==> src/ulmc_pkg.sv <==
// Shared constants and types of the UART line and mode control block
package ulmc_pkg;
    localparam logic [3:0] OFFS_MODE         = 4'ha;
    localparam logic [3:0] OFFS_LINE         = 4'hb;
    localparam logic [7:0] RESET_MODE        = 8'h00;
    localparam logic [7:0] RESET_LINE        = 8'h05;
    localparam int         BIT_ECHO          = 7;
    localparam int         BIT_MULTIDROP     = 6;
    localparam int         BIT_LOOPBACK      = 5;
    localparam int         BIT_MATCH         = 4;
    localparam int         BIT_EMPTY_POL     = 3;
    localparam int         BIT_TRIG_POL      = 2;
    localparam int         BIT_QCLEAR        = 1;
    localparam int         BIT_SWRESET       = 0;
    localparam int         BIT_RTS           = 7;
    localparam int         BIT_BREAK         = 6;
    localparam int         BIT_FIXED_PAR     = 5;
    localparam int         BIT_EVEN          = 4;
    localparam int         BIT_PAR_EN        = 3;
    localparam int         BIT_STOP          = 2;
    localparam int         HOLD_LSB          = 0;
    localparam int         TRIG_LSB          = 4;
    localparam int         SEL_LSB           = 4;
    localparam int         BIT_SOFT_FLOW     = 3;
    localparam int         BIT_GPIO_QUAL     = 2;
    localparam logic [5:0] TICKS_BIT         = 6'h10;
    localparam logic [5:0] TICKS_HALF        = 6'h08;
    localparam logic [5:0] TICKS_STOP_ONE    = 6'h10;
    localparam logic [5:0] TICKS_STOP_ONEHALF = 6'h18;
    localparam logic [5:0] TICKS_STOP_TWO    = 6'h20;
    localparam logic [7:0] TRIG_STEP         = 8'h08;

    typedef struct packed {
        logic       request_to_send_level;
        logic       line_break_force;
        logic       fixed_parity_enable;
        logic       even_odd_select;
        logic       parity_bit_enable;
        logic       stop_length_select;
        logic       word_size_msb;
        logic       word_size_lsb;
    } ulmc_line_type;

    typedef struct packed {
        logic       ninth;
        logic [7:0] data;
    } ulmc_word_type;

    typedef enum logic [2:0] {
        ULMC_IDLE   = 3'b000,
        ULMC_START  = 3'b001,
        ULMC_DATA   = 3'b011,
        ULMC_PARITY = 3'b010,
        ULMC_STOP   = 3'b110
    } ulmc_state_type;
endpackage

==> src/ulmc_top.sv <==
// UART line format and operating mode control with its data FIFOs
// Notes on behaviour
// - Echo blocking discards characters received while the transmitter is busy.
// - Echo blocking continues for the hold nibble interval after transmission ends.
// - Multidrop sends and receives an address flag in place of parity.
// - In multidrop the parity error flag shows the received ninth bit.
// - Loopback feeds TX to RX and RTS to CTS; TX pin floats.
// - In loopback the RTS pin still follows the software RTS bit.
// - Match detection compares against up to four selected characters, optionally gpio-qualified.
// - A matched character still enters the receive FIFO and raises an event.
// - With soft flow on, only the second resume and pause characters match.
// - Empty event polarity picks becoming empty or data entering an empty FIFO.
// - Level event polarity picks rising above or draining below the trigger.
// - Queue clear empties both FIFOs until software clears the bit.
// - Software reset restores register values and clears FIFOs; register port stays live.
// - Software RTS bit drives the RTS pin unless clock-on-RTS is selected.
// - Break bit holds TX low until software clears it.
// - Forced parity sends high for odd select and low for even select.
// - Parity off sends none; parity on generates and checks even or odd.
// - One stop bit, or 1.5 for 5-bit words and 2 otherwise.
// - With 5-bit words and long stop, any stop beyond one bit is valid.
// - Word size codes 0 to 3 select 5 to 8 data bits.
// - Echo hold delay is the nibble value in bit intervals, at most fifteen.
// - Receive trigger level is eight times the trigger field.
`timescale 1ns/1ps

module ulmc_fifo #(
    parameter int WIDTH = 9,
    parameter int DEPTH = 8
) (
    input  wire logic                       sys_clk,   // System clock
    input  wire logic                       sys_rst,   // Synchronous reset
    input  wire logic                       flush,     // Empty the FIFO
    input  wire logic [WIDTH-1:0]           in_data,   // Write data
    input  wire logic                       in_valid,  // Write request
    output logic                            in_ready,  // Space available
    output logic [WIDTH-1:0]                out_data,  // Head word
    output logic                            out_valid, // Head word present
    input  wire logic                       out_ready, // Consumer takes head
    output logic [$clog2(DEPTH+1)-1:0]      fill       // Words held
);
    localparam int AW = $clog2(DEPTH);
    logic [WIDTH-1:0] store [DEPTH];
    logic [AW-1:0]    wr_ptr;
    logic [AW-1:0]    rd_ptr;
    logic             do_push;
    logic             do_pop;

    assign in_ready  = fill != DEPTH[$clog2(DEPTH+1)-1:0];
    assign out_valid = fill != '0;
    assign do_push   = in_valid && in_ready && !flush;
    assign do_pop    = out_valid && out_ready && !flush;
    assign out_data  = store[rd_ptr];

    always_ff @(posedge sys_clk)
    begin
        if (do_push)
            store[wr_ptr] <= in_data;
    end

    always_ff @(posedge sys_clk)
    begin
        if (sys_rst || flush)
        begin
            wr_ptr <= '0;
            rd_ptr <= '0;
            fill   <= '0;
        end
        else
        begin
            if (do_push)
                wr_ptr <= (wr_ptr == AW'(DEPTH - 1)) ? '0 : wr_ptr + 1'b1;
            if (do_pop)
                rd_ptr <= (rd_ptr == AW'(DEPTH - 1)) ? '0 : rd_ptr + 1'b1;
            if (do_push && !do_pop)
                fill <= fill + 1'b1;
            else if (do_pop && !do_push)
                fill <= fill - 1'b1;
        end
    end
endmodule // ulmc_fifo

module ulmc_top #(
    parameter int DEPTH = 8
) (
    input  wire logic                   sys_clk,         // 200 MHz system clock
    input  wire logic                   sys_rst,         // Synchronous reset, active high
    input  wire logic                   baud16_tick,     // Pulse at sixteen times the baud rate
    input  wire logic [3:0]             reg_addr,        // Register address
    input  wire logic                   reg_wr,          // Register write strobe
    input  wire logic                   reg_rd,          // Register read strobe
    input  wire logic [7:0]             reg_wdata,       // Register write data
    output logic [7:0]                  reg_rdata,       // Register read data
    input  wire logic [7:0]             half_duplex_timing, // Setup and hold nibbles
    input  wire logic [7:0]             flow_control_register, // Flow control settings
    input  wire logic [7:0]             queue_trigger_levels,  // Trigger nibbles
    input  wire logic                   clock_on_rts_pin,      // Route clock to RTS
    input  wire logic [7:0]             resume_char_one, // Match character
    input  wire logic [7:0]             resume_char_two, // Match character
    input  wire logic [7:0]             pause_char_one,  // Match character
    input  wire logic [7:0]             pause_char_two,  // Match character
    input  ulmc_pkg::ulmc_word_type     tx_word,         // Word to send, ninth = address flag
    input  wire logic                   tx_valid,        // Word offered
    output logic                        tx_ready,        // Transmit FIFO space
    output ulmc_pkg::ulmc_word_type     rx_word,         // Received word, ninth = flag
    output logic                        rx_valid,        // Received word present
    input  wire logic                   rx_ready,        // Host takes word
    input  wire logic                   rx_pin,          // Serial input pin
    input  wire logic                   cts_n_pin,       // Clear to send pin, active low
    input  wire logic [3:0]             gpio_pin,        // General purpose inputs
    output logic                        tx_pin_out,      // Serial output level
    output logic                        tx_pin_oe,       // Serial output enable
    output logic                        rts_n_pin,       // Request to send pin level
    output logic                        cts_level,       // Effective clear to send level
    output logic                        parity_error,    // Line status parity or ninth bit
    output logic                        framing_error,   // Line status stop bit missing
    output logic                        match_irq,       // Special character event pulse
    output logic                        rx_empty_irq,    // Receive empty event pulse
    output logic                        rx_level_irq     // Receive trigger event pulse
);
    import ulmc_pkg::*;
    localparam int CW = $clog2(DEPTH + 1);

    logic [7:0]     operating_mode_control;
    ulmc_line_type  line_cfg;
    logic           soft_reset;
    logic           flush;
    logic [5:0]     sync1;
    logic [5:0]     sync2;
    logic [5:0]     sync3;
    logic [5:0]     pins;
    ulmc_state_type tx_state;
    ulmc_state_type rx_state;
    ulmc_word_type  tx_head;
    ulmc_word_type  rx_shift;
    logic           tx_head_valid;
    logic           tx_pop;
    logic           tx_line;
    logic [5:0]     tx_ticks;
    logic [2:0]     tx_count;
    logic [7:0]     tx_data;
    logic           tx_extra;
    logic           tx_busy;
    logic [7:0]     hold_ticks;
    logic           echo_block;
    logic [3:0]     rx_ticks;
    logic [2:0]     rx_count;
    logic           rx_discard;
    logic           rx_line;
    logic           rx_push;
    logic [CW-1:0]  rx_fill;
    logic [CW-1:0]  rx_fill_prev;
    logic [7:0]     trig_level;
    logic           match_hit;
    logic           has_extra;

    function automatic logic [2:0] last_bit(input ulmc_line_type c);
        last_bit = {1'b1, c.word_size_msb, c.word_size_lsb};
    endfunction

    function automatic logic calc_parity(input logic [7:0] d, input ulmc_line_type c);
        logic [7:0] mask;
        mask = 8'hff >> (3'h3 - {1'b0, c.word_size_msb, c.word_size_lsb});
        calc_parity = ^(d & mask) ^ !c.even_odd_select;
    endfunction

    assign soft_reset = operating_mode_control[BIT_SWRESET];
    assign flush      = soft_reset || operating_mode_control[BIT_QCLEAR];
    assign has_extra  = line_cfg.parity_bit_enable || operating_mode_control[BIT_MULTIDROP];

    // Registers; the port keeps answering while the reset bit holds the rest
    always_ff @(posedge sys_clk)
    begin
        if (sys_rst)
        begin
            operating_mode_control <= RESET_MODE;
            line_cfg               <= RESET_LINE;
        end
        else
        begin
            // Reset takes effect at the write itself, so a read right after sees it
            if (reg_wr && reg_addr == OFFS_MODE && !reg_wdata[BIT_SWRESET])
                operating_mode_control <= reg_wdata;
            else if (soft_reset || (reg_wr && reg_addr == OFFS_MODE))
                operating_mode_control <= RESET_MODE | 8'h01;
            if (reg_wr && reg_addr == OFFS_LINE && !soft_reset)
                line_cfg <= reg_wdata;
            else if (soft_reset || (reg_wr && reg_addr == OFFS_MODE && reg_wdata[BIT_SWRESET]))
                line_cfg <= RESET_LINE;
        end
    end

    always_ff @(posedge sys_clk)
    begin
        if (sys_rst)
            reg_rdata <= 8'h00;
        else if (reg_rd)
            unique case (reg_addr)
                OFFS_MODE: reg_rdata <= operating_mode_control;
                OFFS_LINE: reg_rdata <= line_cfg;
                default:   reg_rdata <= 8'h00;
            endcase
    end

    // Pins settle once the last two stages agree
    always_ff @(posedge sys_clk)
    begin
        if (sys_rst)
        begin
            sync1 <= 6'h3f;
            sync2 <= 6'h3f;
            sync3 <= 6'h3f;
            pins  <= 6'h3f;
        end
        else
        begin
            sync1 <= {gpio_pin, cts_n_pin, rx_pin};
            sync2 <= sync1;
            sync3 <= sync2;
            for (int i = 0; i < 6; i++)
                if (sync2[i] == sync3[i])
                    pins[i] <= sync3[i];
        end
    end

    assign tx_pin_out = tx_line && !line_cfg.line_break_force;
    assign tx_pin_oe  = !operating_mode_control[BIT_LOOPBACK];
    assign rts_n_pin  = clock_on_rts_pin ? baud16_tick
                                         : line_cfg.request_to_send_level;
    assign cts_level  = operating_mode_control[BIT_LOOPBACK]
                      ? line_cfg.request_to_send_level : pins[1];
    assign rx_line    = operating_mode_control[BIT_LOOPBACK] ? tx_pin_out : pins[0];

    ulmc_fifo #(
        .WIDTH (9),
        .DEPTH (DEPTH)
    ) tx_fifo (
        .sys_clk   (sys_clk),
        .sys_rst   (sys_rst),
        .flush     (flush),
        .in_data   (tx_word),
        .in_valid  (tx_valid),
        .in_ready  (tx_ready),
        .out_data  (tx_head),
        .out_valid (tx_head_valid),
        .out_ready (tx_pop),
        .fill      ()
    );

    // A head being flushed must not start a frame
    assign tx_pop  = tx_state == ULMC_IDLE && tx_head_valid && !flush;
    assign tx_busy = tx_state != ULMC_IDLE;

    // Transmitter; a frame in flight finishes on a queue clear but is abandoned on a software reset
    always_ff @(posedge sys_clk)
    begin
        if (sys_rst || soft_reset)
        begin
            tx_state <= ULMC_IDLE;
            tx_line  <= 1'b1;
            tx_ticks <= 6'h00;
            tx_count <= 3'h0;
            tx_data  <= 8'h00;
            tx_extra <= 1'b0;
        end
        else if (tx_pop)
        begin
            tx_state <= ULMC_START;
            tx_line  <= 1'b0;
            tx_ticks <= 6'h00;
            tx_data  <= tx_head.data;
            if (operating_mode_control[BIT_MULTIDROP])
                tx_extra <= tx_head.ninth;
            else if (line_cfg.fixed_parity_enable)
                tx_extra <= !line_cfg.even_odd_select;
            else
                tx_extra <= calc_parity(tx_head.data, line_cfg);
        end
        else if (baud16_tick && tx_busy)
        begin
            tx_ticks <= tx_ticks + 6'h01;
            unique case (tx_state)
                ULMC_START:
                    if (tx_ticks == TICKS_BIT - 6'h01)
                    begin
                        tx_state <= ULMC_DATA;
                        tx_line  <= tx_data[0];
                        tx_count <= 3'h0;
                        tx_ticks <= 6'h00;
                    end
                ULMC_DATA:
                    if (tx_ticks == TICKS_BIT - 6'h01)
                    begin
                        tx_ticks <= 6'h00;
                        tx_count <= tx_count + 3'h1;
                        if (tx_count != last_bit(line_cfg))
                            tx_line <= tx_data[tx_count + 3'h1];
                        else if (has_extra)
                        begin
                            tx_state <= ULMC_PARITY;
                            tx_line  <= tx_extra;
                        end
                        else
                        begin
                            tx_state <= ULMC_STOP;
                            tx_line  <= 1'b1;
                        end
                    end
                ULMC_PARITY:
                    if (tx_ticks == TICKS_BIT - 6'h01)
                    begin
                        tx_state <= ULMC_STOP;
                        tx_line  <= 1'b1;
                        tx_ticks <= 6'h00;
                    end
                ULMC_STOP:
                    if (tx_ticks == (!line_cfg.stop_length_select ? TICKS_STOP_ONE
                                   : last_bit(line_cfg) == 3'h4 ? TICKS_STOP_ONEHALF
                                   : TICKS_STOP_TWO) - 6'h01)
                        tx_state <= ULMC_IDLE;
                default:
                    tx_state <= ULMC_IDLE;
            endcase
        end
    end

    // Echo hold runs in sixteenth bits so the count is exact per bit
    always_ff @(posedge sys_clk)
    begin
        if (sys_rst || soft_reset)
            hold_ticks <= 8'h00;
        else if (tx_busy)
            hold_ticks <= {half_duplex_timing[HOLD_LSB +: 4], 4'h0};
        else if (baud16_tick && hold_ticks != 8'h00)
            hold_ticks <= hold_ticks - 8'h01;
    end

    assign echo_block = operating_mode_control[BIT_ECHO]
                      && (tx_busy || hold_ticks != 8'h00);

    // Receiver samples mid-bit on the sixteen-times tick
    always_ff @(posedge sys_clk)
    begin
        if (sys_rst || soft_reset)
        begin
            rx_state      <= ULMC_IDLE;
            rx_ticks      <= 4'h0;
            rx_count      <= 3'h0;
            rx_shift      <= '0;
            rx_discard    <= 1'b0;
            rx_push       <= 1'b0;
            parity_error  <= 1'b0;
            framing_error <= 1'b0;
        end
        else
        begin
            rx_push <= 1'b0;
            if (rx_state != ULMC_IDLE && echo_block)
                rx_discard <= 1'b1;
            if (rx_state == ULMC_IDLE)
            begin
                if (!rx_line)
                begin
                    rx_state   <= ULMC_START;
                    rx_ticks   <= 4'h0;
                    rx_discard <= echo_block;
                    rx_shift   <= '0;
                end
            end
            else if (baud16_tick)
            begin
                rx_ticks <= rx_ticks + 4'h1;
                unique case (rx_state)
                    ULMC_START:
                        if (rx_ticks == 4'(TICKS_HALF - 6'h01))
                        begin
                            rx_ticks <= 4'h0;
                            rx_count <= 3'h0;
                            rx_state <= rx_line ? ULMC_IDLE : ULMC_DATA;
                        end
                    ULMC_DATA:
                        if (rx_ticks == 4'hf)
                        begin
                            rx_shift.data[rx_count] <= rx_line;
                            rx_count <= rx_count + 3'h1;
                            if (rx_count == last_bit(line_cfg))
                                rx_state <= has_extra ? ULMC_PARITY : ULMC_STOP;
                        end
                    ULMC_PARITY:
                        if (rx_ticks == 4'hf)
                        begin
                            rx_shift.ninth <= rx_line;
                            rx_state       <= ULMC_STOP;
                        end
                    ULMC_STOP:
                        if (rx_ticks == 4'hf)
                        begin
                            // First stop bit alone decides, so any longer stop passes
                            framing_error <= !rx_line;
                            if (operating_mode_control[BIT_MULTIDROP])
                                parity_error <= rx_shift.ninth;
                            else
                                parity_error <= line_cfg.parity_bit_enable
                                    && rx_shift.ninth != calc_parity(rx_shift.data, line_cfg);
                            rx_push  <= !rx_discard && !echo_block;
                            rx_state <= ULMC_IDLE;
                        end
                    default:
                        rx_state <= ULMC_IDLE;
                endcase
            end
        end
    end

    always_comb
    begin
        match_hit = 1'b0;
        if (flow_control_register[SEL_LSB] && !flow_control_register[BIT_SOFT_FLOW])
            match_hit = match_hit
                || (rx_shift.data == resume_char_one
                    && (!flow_control_register[BIT_GPIO_QUAL] || pins[2]))
                || (rx_shift.data == pause_char_one
                    && (!flow_control_register[BIT_GPIO_QUAL] || pins[3]));
        if (flow_control_register[SEL_LSB + 1])
            match_hit = match_hit
                || (rx_shift.data == resume_char_two
                    && (!flow_control_register[BIT_GPIO_QUAL] || pins[4]))
                || (rx_shift.data == pause_char_two
                    && (!flow_control_register[BIT_GPIO_QUAL] || pins[5]));
    end

    // Matched characters are queued like any other
    always_ff @(posedge sys_clk)
    begin
        if (sys_rst || soft_reset)
            match_irq <= 1'b0;
        else
            match_irq <= rx_push && operating_mode_control[BIT_MATCH] && match_hit;
    end

    ulmc_fifo #(
        .WIDTH (9),
        .DEPTH (DEPTH)
    ) rx_fifo (
        .sys_clk   (sys_clk),
        .sys_rst   (sys_rst),
        .flush     (flush),
        .in_data   (rx_shift),
        .in_valid  (rx_push),
        .in_ready  (),
        .out_data  (rx_word),
        .out_valid (rx_valid),
        .out_ready (rx_ready),
        .fill      (rx_fill)
    );

    assign trig_level = TRIG_STEP * {4'h0, queue_trigger_levels[TRIG_LSB +: 4]};

    // Events come from the fill edge, so a full FIFO simply drops the word
    always_ff @(posedge sys_clk)
    begin
        if (sys_rst)
        begin
            rx_fill_prev <= '0;
            rx_empty_irq <= 1'b0;
            rx_level_irq <= 1'b0;
        end
        else
        begin
            rx_fill_prev <= rx_fill;
            if (operating_mode_control[BIT_EMPTY_POL])
                rx_empty_irq <= rx_fill_prev == '0 && rx_fill != '0;
            else
                rx_empty_irq <= rx_fill_prev != '0 && rx_fill == '0;
            if (operating_mode_control[BIT_TRIG_POL])
                rx_level_irq <= 8'(rx_fill_prev) >= trig_level
                             && 8'(rx_fill) < trig_level;
            else
                rx_level_irq <= 8'(rx_fill_prev) <= trig_level
                             && 8'(rx_fill) > trig_level;
        end
    end
endmodule // ulmc_top

==> config.mk <==
export PLATFORM = sky130hd
export DESIGN_NAME = ulmc_top
export DESIGN_NICKNAME = d
export VERILOG_FILES = /design/src/ulmc_pkg.sv /design/src/ulmc_top.sv
export SDC_FILE = /design/constraint.sdc
export NUM_CORES = 1
export LEC_CHECK = 0
export BUFFER_PORTS_ARGS = -buffer_cell sky130_fd_sc_hd__buf_2
export CORE_MARGIN = 10
export CORE_UTILIZATION = 45
export DETAILED_ROUTE_END_ITERATION = 16
export PLACE_DENSITY = 0.7
export SYNTH_ARGS = -nofsm -noshare
export SYNTH_HDL_FRONTEND = slang
export SYNTH_SLANG_ARGS = --single-unit
export TNS_END_PERCENT = 20
==> constraint.sdc <==
create_clock -name sys_clk -period 2.7 [get_ports sys_clk]
set_input_delay 0.405 -clock sys_clk [delete_from_list [all_inputs] [get_ports sys_clk]]
set_output_delay 0.405 -clock sys_clk [all_outputs]
set_load 0.005 [all_outputs]
==> metrics.cfg, run 1 <==
[run_status]
status = completed

[finish]
drive_gt1_share_pct = 24.6
fill_cells = 2193
syn_to_final_growth_pct = 17.4
diodes = 0
finish.utilization_pct = 54.0
finalInstanceArea_um2 = 14100
register_area_um2 = 7010
final_cells = 1480
final_net_count = 1237
multi_input_area_um2 = 4730
layout_common_cells = edfxtp_1, dfxtp_1, buf_2, nor2_1
final_common_cell = edfxtp_1

[global_route]
grt_pass1_wl_mm = 41.5
grt_antenna_before_repair = 0
grt_max_degree = 50
overflow = 0
track_usage_pct = 15.1
grt_pass1_vias = 7877

[drt]
antenna_left = 0
viasPerCell = 5.42
drt-pass1-iter-count = 5
drt_first_iter_violations = 617
drc = 0
dr_total_vias = 8027
drt_wl_total_mm = 26.1
wl_per_cell_um = 17.7

[clock_tree]
cts_made_buffers = 29
clock_latency_ns = 0.56
cts_hold_buf = 0
clkTransAtPathRegs_ns = 0.06
cts_max_level = 1
cts_tree = done
max-clock-path-buffers = 3
clockRootBuffer = clkbuf_16
cts.sinks = 278

[timing]
setup_viol = 0
maxSlewViolCount = 0
layout_min_cycle_time_ns = 2.59
hold_violations = 0
skew_ns = 0.0179
finalCritPeriodShare_pct = 95.9
tightest_slew_ns = 1.04
rsz0062_at_grt = no
relSlewSlack_pct = 30.7
max_freq_mhz = 386
finalSetupTns_ns = 0

[place]
place.gp.congestion = 0.843
dpl_cell_area_um2 = 13200
dpl.hpwl_mm = 18.1
io_buffers = 106
place_inst = 1426

[yosys]
synth_cells = 984
synth_area_per_cell_um2 = 12.3
synth-edff-count = 144
synth_nets = 1099
yosys_warnings = 0
ys_ff_latch = 278
syn_area_um2 = 12100
synth_top_flop_cell = edfxtp_1
synth_cell_types = 69
seq_area_frac_synth_pct = 58.1
synthArstFlopShare_pct = 0

[floorplan]
rows = 59
chipWidth_um = 184
initial_utilization_pct = 46.0
core-area_um2 = 26200
io_pins = 119
die_h_um = 184
die_area_um2 = 33700

[pwr]
p_per_area_nw_per_um2 = 741
p_leak_nw = 4.96
ir_drop_mv = 0.613

[setup_path]
critical_path.max_fanout = 3
worstPathArrival_ns = 3.07
reg2reg_depth = 11
endpoint = tx_fifo.fill[3]$_SDFFE_PP0P_
endpoint_kind = register
cp-start-kind = register
crit_type = register to register
crit_start = tx_fifo.fill[0]$_SDFFE_PP0P_
rrSetupSlack_ns = 0.11
r2r-start = tx_fifo.fill[0]$_SDFFE_PP0P_
cp.required_ns = 3.18
reg2reg_to = tx_fifo.fill[3]$_SDFFE_PP0P_

[hold_path]
hold_class = input port to register

[flow_run]
drv_cap = 0

-- cell usage after synthesis (8+ instances only) --
| master | n | area (µm²) |
|---|---|---|
| a211oi_1 | 18 | 135 |
| a21oi_1 | 57 | 285 |
| a22oi_1 | 23 | 173 |
| clkbuf_1 | 37 | 139 |
| dfxtp_1 | 134 | 2680 |
| edfxtp_1 | 144 | 4320 |
| ha_1 | 22 | 275 |
| inv_1 | 19 | 71.3 |
| mux2_2 | 13 | 146 |
| mux2i_1 | 14 | 140 |
| mux4_2 | 32 | 721 |
| nand2_1 | 55 | 206 |
| nand2b_1 | 8 | 50.1 |
| nand3_1 | 16 | 80.1 |
| nor2_1 | 101 | 379 |
| nor3_1 | 39 | 195 |
| nor3b_1 | 8 | 60.1 |
| nor4_1 | 8 | 50.1 |
| o21ai_0 | 22 | 110 |
| o21ai_1 | 12 | 60.1 |
| or2_2 | 18 | 113 |
| or3_1 | 8 | 50.1 |
| xnor2_1 | 42 | 368 |
| xor2_1 | 24 | 210 |
-- worst min-delay path by stage --
stage                             start                   to  slack (ns)  depth (start not counted)
floorplan           sync1[0]$_SDFF_PP1_  sync2[0]$_SDFF_PP1_        0.39                          1
global placement    sync1[1]$_SDFF_PP1_  sync2[1]$_SDFF_PP1_        0.39                          1
detailed placement  sync1[0]$_SDFF_PP1_  sync2[0]$_SDFF_PP1_        0.39                          1
CTS                         gpio_pin[1]  sync1[3]$_SDFF_PP1_       0.008                          2
global route                gpio_pin[1]  sync1[3]$_SDFF_PP1_        0.02                          2
finish                      gpio_pin[1]  sync1[3]$_SDFF_PP1_        0.03                          2
-- sequential cells by signal, indices dropped and copies added, names as in the netlist, 6 cells and up, named ones only --
register	flops
tx_data	8
hold_ticks	8
sync2	6
line_cfg	8
sync1	6
tx_ticks	6
rx_shift	9
reg_rdata	8
rx_fifo.store	72
tx_fifo.store	72
operating_mode_control	8
pins	6
sync3	6
-- cell type report --
cell class | count | area share [%]
sequential | 278 | 49.5
multi-input combinational | 633 | 33.5
timing repair buffer | 158 | 6.71
clock buffer | 36 | 5.31
tap | 335 | 2.96
clock inverter | 18 | 1.43
inverter | 22 | 0.584
-- metrics by stage --
step | hold slack [ns] | setup WS, ns | power, mW
finish | 0.0272 | 0.112 | 10.5
CTS | 0.00809 | 0.0488 | 10.6
global route | 0.0152 | 0.00845 | 11.0
floorplan | 0.389 | 0.0816 | 6.11
detailed placement | 0.393 | 0.0957 | 6.59
global placement | 0.393 | 0.102 | 6.54
-- kinds of logic after synthesis --
kind of cell             after synthesis  share of synthesized area [%]
flip-flops                           278                           58.1
multiplexers                          68                           10.2
AND/OR/NAND/NOR                      307                           12.7
XOR/XNOR                              67                           4.93
buffers and inverters                 73                           2.81
AO/OA/AOI/OAI                        167                           8.62
adder cells (fa/ha/maj)               24                           2.62
-- metal layers --
layer / vias to the layer above / routed length (µm) / GRT usage [%]
met3: 40 / 1410 / 2.92
met1: 3904 / 10900 / 18.3
met2: 173 / 13300 / 26.9
li1: 3910 / - / -
met4: 0 / 572 / 4.00
met5: - / 0 / 0
-- critical path, cell delays in order, from the launching register on --
cell and delay (ns):
dfxtp_1 0.31, or4_1 0.55, and3_4 0.21, inv_2 0.05, ha_1 0.19, inv_2 0.07
ha_1 0.28, a21o_1 0.19, a21oi_2 0.14, xnor2_1 0.08, or3_1 0.32, a21oi_2 0.13
-- power by group --
group          internal, mW  total (mW)  leakage [nW]  switching (mW)
clock network          2.36        3.98         0.451            1.62
logic                 0.849        1.73          2.24           0.882
registers              4.65        4.78          2.27           0.127
-- what timing repair did --
action / CTS / global route
buffers inserted: 0 / 0
setup endpoints to repair: 0 / 3
resized for setup: 0 / 8
Note: power is estimated with default switching activity, not from simulation.
==> run 2: changes to the inputs <==
SYNTH_HIERARCHICAL = 1   (was not set)
==> metrics.cfg, run 2 <==
[clock_tree]
clock_latency_ns = 0.54  ; was 0.56 ns
cts_made_buffers = 29  ; unchanged
cts_tree = done  ; unchanged
clkTransAtPathRegs_ns = 0.06  ; about the same
max-clock-path-buffers = 3  ; unchanged
cts_max_level = 1  ; unchanged
cts_hold_buf = 0  ; unchanged
cts.sinks = 278  ; unchanged
clockRootBuffer = clkbuf_16  ; unchanged

[setup_path]
cp.required_ns = 2.30  ; was 3.18 ns
cp_top_family = multiplexers  ; was simple AND/OR/NAND/NOR gates
cp_num_buf_inv = 2  ; unchanged
worstPathCellList = buf_4 > mux4_2 > mux2_2 > buf_2  ; was or4_1 > and3_4 > inv_2 > ha_1 > inv_2 > ha_1 > a21o_1 > a21oi_2 > xnor2_1 > or3_1 > a21oi_2
worstPathArrival_ns = 2.18  ; was 3.07 ns
cp-start-kind = register  ; unchanged
critical_path.max_fanout = 18  ; was 3
critPathSlowestCell = mux4_2  ; was or4_1
endpoint_kind = output pin  ; was register
slowest_delay_ns = 0.56  ; was 0.55 ns
crit_type = register to output pin  ; was register to register

[pwr]
ir_drop_mv = 0.651  ; was 0.613 mV
p_comb_share_pct = 23.7  ; was 16.5%
internal_power_mw = 8.64  ; was 7.86 mW
p_leak_nw = 5.00  ; was 4.96 nW
swShare_pct = 27.5  ; was 25.0%
p_clk_share_pct = 34.9  ; was 37.9%
p_seq_share_pct = 41.5  ; was 45.6%
p_per_area_nw_per_um2 = 830  ; was 741 nW/µm²
p_switching_mw = 3.27  ; was 2.62 mW

[timing]
tightest_slew_ns = 0.756  ; was 1.04 ns
whs_ns = 0.0433  ; was 0.0272 ns
skew_ns = 0.0174  ; was 0.0179 ns
relSlewSlack_pct = 49.6  ; was 30.7%
setup_viol = 0  ; unchanged
fin_ws_ns = 0.114  ; was 0.112 ns
maxSlewViolCount = 0  ; unchanged
hold_violations = 0  ; unchanged
finalSetupTns_ns = 0  ; unchanged
finalCritPeriodShare_pct = 95.8  ; was 95.9%
max_freq_mhz = 387  ; was 386 MHz
rsz0062_at_grt = no  ; unchanged
layout_min_cycle_time_ns = 2.59  ; about the same

[drt]
viasPerCell = 5.50  ; was 5.42
drt_wl_total_mm = 26.8  ; was 26.1 mm
drt_first_iter_violations = 679  ; was 617
dr_total_vias = 8238  ; was 8,027
antenna_left = 0  ; unchanged
wl_per_cell_um = 17.9  ; was 17.7 µm
drc = 0  ; unchanged
drt-pass1-iter-count = 6  ; was 5

[finish]
layout_common_cells = edfxtp_1, dfxtp_1, buf_2, nor2_1, buf_4  ; was edfxtp_1, dfxtp_1, buf_2, nor2_1
top_regs = rx_fifo/store: 72 flops, tx_fifo/store: 72 flops, rx_shift: 9 flops  ; was rx_fifo.store: 72 flops, tx_fifo.store: 72 flops, rx_shift: 9 flops
final_cells = 1498  ; was 1,480
finalInstanceArea_um2 = 14400  ; was 14,100 µm²
final_net_count = 1249  ; was 1,237
fill_cells = 2234  ; was 2,193
drive_gt1_share_pct = 27.9  ; was 24.6%
syn_to_final_growth_pct = 18.4  ; was 17.4%
final_common_cell = edfxtp_1  ; unchanged

[place]
place_inst = 1444  ; was 1,426
post-place-ws_ns = 0.0696  ; was 0.0957 ns
io_buffers = 106  ; unchanged
place.gp.congestion = 0.827  ; was 0.843
dpl.hpwl_mm = 18.6  ; was 18.1 mm
dpl_cell_area_um2 = 13300  ; was 13,200 µm²

[global_route]
grt_pass1_vias = 7944  ; was 7,877
grt_antenna_before_repair = 1  ; was 0
grtUsageMet1_pct = 20.1  ; was 18.3%
grtUsageMet2_pct = 25.5  ; was 26.9%
grt_pass1_wl_mm = 42.1  ; was 41.5 mm
grt_busiest_layer = met2  ; unchanged
overflow = 0  ; unchanged
met3_usage_pct = 3.19  ; was 2.92%
grt_max_degree = 49  ; was 50
track_usage_pct = 15.4  ; was 15.1%

[floorplan]
initial_utilization_pct = 45.4  ; was 46.0%
die_h_um = 184  ; about the same
rows = 60  ; was 59
io_pins = 119  ; unchanged
chipWidth_um = 184  ; about the same
core-area_um2 = 26700  ; was 26,200 µm²
die_area_um2 = 33900  ; was 33,700 µm²

[yosys]
syn_area_um2 = 12100  ; about the same
synth_area_per_cell_um2 = 12.2  ; was 12.3 µm²
synth_cells = 993  ; was 984
yosys_warnings = 6  ; was 0
synth_nets = 1108  ; was 1,099

[hold_path]
hold_class = input port to register  ; unchanged

[flow_run]
drv_cap = 0  ; unchanged

[run_status]
status = completed  ; unchanged

run 2: area by class of cell:
class	count	area [µm²]	area share [%]
Tap cell	341	427	2.97
Clock inverter	15	208	1.45
Timing Repair Buffer	165	1010	7.04
Antenna cell	1	2.50	0.0174
Multi-Input combinational cell	637	4810	33.5
Inverter	23	86.3	0.602
Sequential cell	278	7010	48.8
Clock buffer	38	806	5.61
run 2: metrics by stage:
stage / utilization, % / power, mW
6_report: 53.7 / 11.9
5_1_grt: 53.7 / 12.5
4_1_cts: 53.6 / 12.0
3_5_place_dp: 49.8 / 7.79
3_3_place_gp: 49.8 / 7.72
2_1_floorplan: - / 6.96
run 2: final timing paths:
check / startpoint / endpoint / slack, ns / cells after the start
setup / recovery: register / rx_word[4] / 0.11 / 4
hold / removal: gpio_pin[0] / sync1[2]$_SDFF_PP1_ / 0.04 / 2
setup reg to reg: register / tx_extra$_SDFFE_PP0P_ / 0.14 / 9
hold reg to reg: sync1[2]$_SDFF_PP1_ / sync2[2]$_SDFF_PP1_ / 0.41 / 1
run 2: timing repair:
action	in CTS	in global routing
endpoints found under the setup margin	0	3
resized for setup	0	9
buffers inserted	0	0
run 2: power by group through the flow:
stage | Combinational, mW | Sequential, mW | Clock, mW
after global routing | 3.15 | 4.97 | 4.41
final | 2.82 | 4.94 | 4.15
after floorplan | 1.97 | 4.99 | 0
after detailed placement | 2.77 | 5.02 | 0
after CTS | 2.78 | 4.93 | 4.24
after global placement | 2.71 | 5.02 | 0
run 2: routing by layer:
layer / wire [µm] / vias to the layer above / part of all wire [%]
li1: - / 3959 / -
met1: 11600 / 4002 / 43
met2: 13200 / 236 / 49
met3: 1540 / 39 / 5.7
met4: 453 / 2 / 1.7
met5: 11 / - / 0.041
==> run 3: changes to the inputs <==
SETUP_SLACK_MARGIN = 0.4   (was not set)
==> metrics.cfg, run 3 (synthesis gave the netlist of run 2 again) <==
[run_status]
status = completed  ; unchanged

[finish]
top_regs = rx_fifo/store: 72 flops, tx_fifo/store: 72 flops, rx_shift: 9 flops  ; unchanged
final_common_cell = edfxtp_1  ; unchanged
syn_to_final_growth_pct = 19.1  ; was 18.4%
drive_gt1_share_pct = 29.2  ; was 27.9%
layout_common_cells = edfxtp_1, dfxtp_1, buf_2, nor2_1, a21oi_1  ; was edfxtp_1, dfxtp_1, buf_2, nor2_1, buf_4
final_net_count = 1243  ; was 1,249
fill_cells = 2245  ; was 2,234
finalInstanceArea_um2 = 14400  ; about the same
finish.utilization_pct = 54.0  ; was 53.7%

[timing]
max_freq_mhz = 392  ; was 387 MHz
relSlewSlack_pct = 50.8  ; was 49.6%
layout_min_cycle_time_ns = 2.55  ; was 2.59 ns
fin_ws_ns = 0.151  ; was 0.114 ns
finalCritPeriodShare_pct = 94.4  ; was 95.8%
setup_viol = 0  ; unchanged
finalSetupTns_ns = 0  ; unchanged
skew_ns = 0.0172  ; was 0.0174 ns
rsz0062_at_grt = yes  ; was no
maxSlewViolCount = 0  ; unchanged
hold_violations = 0  ; unchanged
tightest_slew_ns = 0.738  ; was 0.756 ns

[global_route]
grt_max_degree = 38  ; was 49
grt_antenna_before_repair = 0  ; was 1
grt_pass1_wl_mm = 41.9  ; was 42.1 mm
grt_pass1_vias = 8018  ; was 7,944
overflow = 0  ; unchanged
track_usage_pct = 15.2  ; was 15.4%

[place]
dpl.hpwl_mm = 18.1  ; was 18.6 mm
io_buffers = 106  ; unchanged
dpl_cell_area_um2 = 13300  ; about the same
post-place-ws_ns = 0.112  ; was 0.0696 ns
place.gp.congestion = 0.839  ; was 0.827

[drt]
drt_wl_total_mm = 26.5  ; was 26.8 mm
drc = 0  ; unchanged
antenna_left = 0  ; unchanged
drt_first_iter_violations = 580  ; was 679
wl_per_cell_um = 17.7  ; was 17.9 µm
viasPerCell = 5.44  ; was 5.50
drt-pass1-iter-count = 5  ; was 6
dr_total_vias = 8119  ; was 8,238

[clock_tree]
max-clock-path-buffers = 3  ; unchanged
cts_max_level = 1  ; unchanged
clkTransAtPathRegs_ns = 0.06  ; about the same
clock_latency_ns = 0.55  ; was 0.54 ns
cts.sinks = 278  ; unchanged
cts_made_buffers = 28  ; was 29
clockRootBuffer = clkbuf_16  ; unchanged
cts_tree = done  ; unchanged

[setup_path]
endpoint_kind = register  ; was output pin
critical_path.max_fanout = 7  ; was 18
worstPathArrival_ns = 3.01  ; was 2.18 ns
reg2reg_depth = 9  ; unchanged
cp-start-kind = register  ; unchanged
reg2reg_to = tx_extra$_SDFFE_PP0P_  ; unchanged
endpoint = tx_extra$_SDFFE_PP0P_  ; was rx_word[4]
cp.required_ns = 3.16  ; was 2.30 ns
rrSetupSlack_ns = 0.15  ; was 0.14 ns
crit_type = register to register  ; was register to output pin

[flow_run]
drv_cap = 0  ; unchanged

[floorplan]
die_area_um2 = 33900  ; unchanged
initial_utilization_pct = 45.4  ; unchanged
die_h_um = 184  ; unchanged
rows = 60  ; unchanged
chipWidth_um = 184  ; unchanged
io_pins = 119  ; unchanged
core-area_um2 = 26700  ; unchanged

[hold_path]
worstHoldStart = gpio_pin[0]  ; unchanged
hold_class = input port to register  ; unchanged

[pwr]
p_per_area_nw_per_um2 = 818  ; was 830 nW/µm²
ir_drop_mv = 0.567  ; was 0.651 mV
total_power_mw = 11.8  ; was 11.9 mW
p_leak_nw = 4.99  ; was 5.00 nW

[run 3: changes by cell type in the layout (fill, tap and decap cells not counted), moves of 4 or more]
cell / previous run / this run
buf_4: 56 / 48
bufinv_16: 4 / 0
clkbuf_1: 0 / 4
clkbuf_8: 4 / 9
dfxtp_1: 134 / 128
[run 3: through the flow]
stage / hold WS [ns] / instances
5_1_grt: 0.0209 / 1491
3_5_place_dp: 0.394 / 1429
4_1_cts: 0.0153 / 1486
6_report: 0.0394 / 1492
2_1_floorplan: 0.389 / 993
3_3_place_gp: 0.392 / 1429
[run 3: critical path, stage by stage, from the launching register on]
cell and delay, ns:
dfxtp_4 0.43, buf_12 0.15, mux4_2 0.51, mux2_4 0.31, xor2_2 0.18, xnor2_1 0.14
xnor2_1 0.23, xnor2_1 0.12, o21a_1 0.19, o31ai_2 0.22
[run 3: report_power, final]
part	total [mW]	internal, mW	leakage [nW]	switching (mW)
sequential	5.05	4.75	2.24	0.305
clock	3.82	2.23	0.459	1.59
combinational	2.94	1.55	2.29	1.40
[run 3: how the worst min path moves through the flow]
stage | to | slack [ns] | cells past startpoint
after detailed placement | sync2[1]$_SDFF_PP1_ | 0.39 | 1
after global placement | sync2[2]$_SDFF_PP1_ | 0.39 | 1
final | sync1[2]$_SDFF_PP1_ | 0.04 | 2
after global routing | sync1[2]$_SDFF_PP1_ | 0.02 | 2
after floorplan | sync2[0]$_SDFF_PP1_ | 0.39 | 1
after CTS | sync1[2]$_SDFF_PP1_ | 0.02 | 2
[run 3: cell type report]
cell class | instances | area [µm²] | share of cell area [%]
multi-input cells | 637 | 4940 | 34.2
flip-flops and latches | 278 | 7020 | 48.6
repair buffers | 160 | 1020 | 7.09
diodes | 1 | 2.50 | 0.0173
well taps | 341 | 427 | 2.95
inverters | 23 | 91.3 | 0.633
clock inverters | 8 | 62.6 | 0.433
clock buffers | 44 | 875 | 6.06
[run 3: metal layers]
metal  track usage (%)  share of wire [%]  routed length, µm
met2              26.6                 51              13600
met3              2.80                4.7               1260
met1              19.2                 43              11300
met4              3.44                1.4                359
met5                 0                  0                  0
[run 3: what timing repair did]
item / in CTS / in global routing
buffers inserted: 4 / 4
pin swaps: 5 / 5
cloned: 1 / 1
hold buffers: 0 / 0
resized for setup: 16 / 7
endpoints found under the setup margin: 13 / 14
endpoints found under the hold margin: 0 / 0
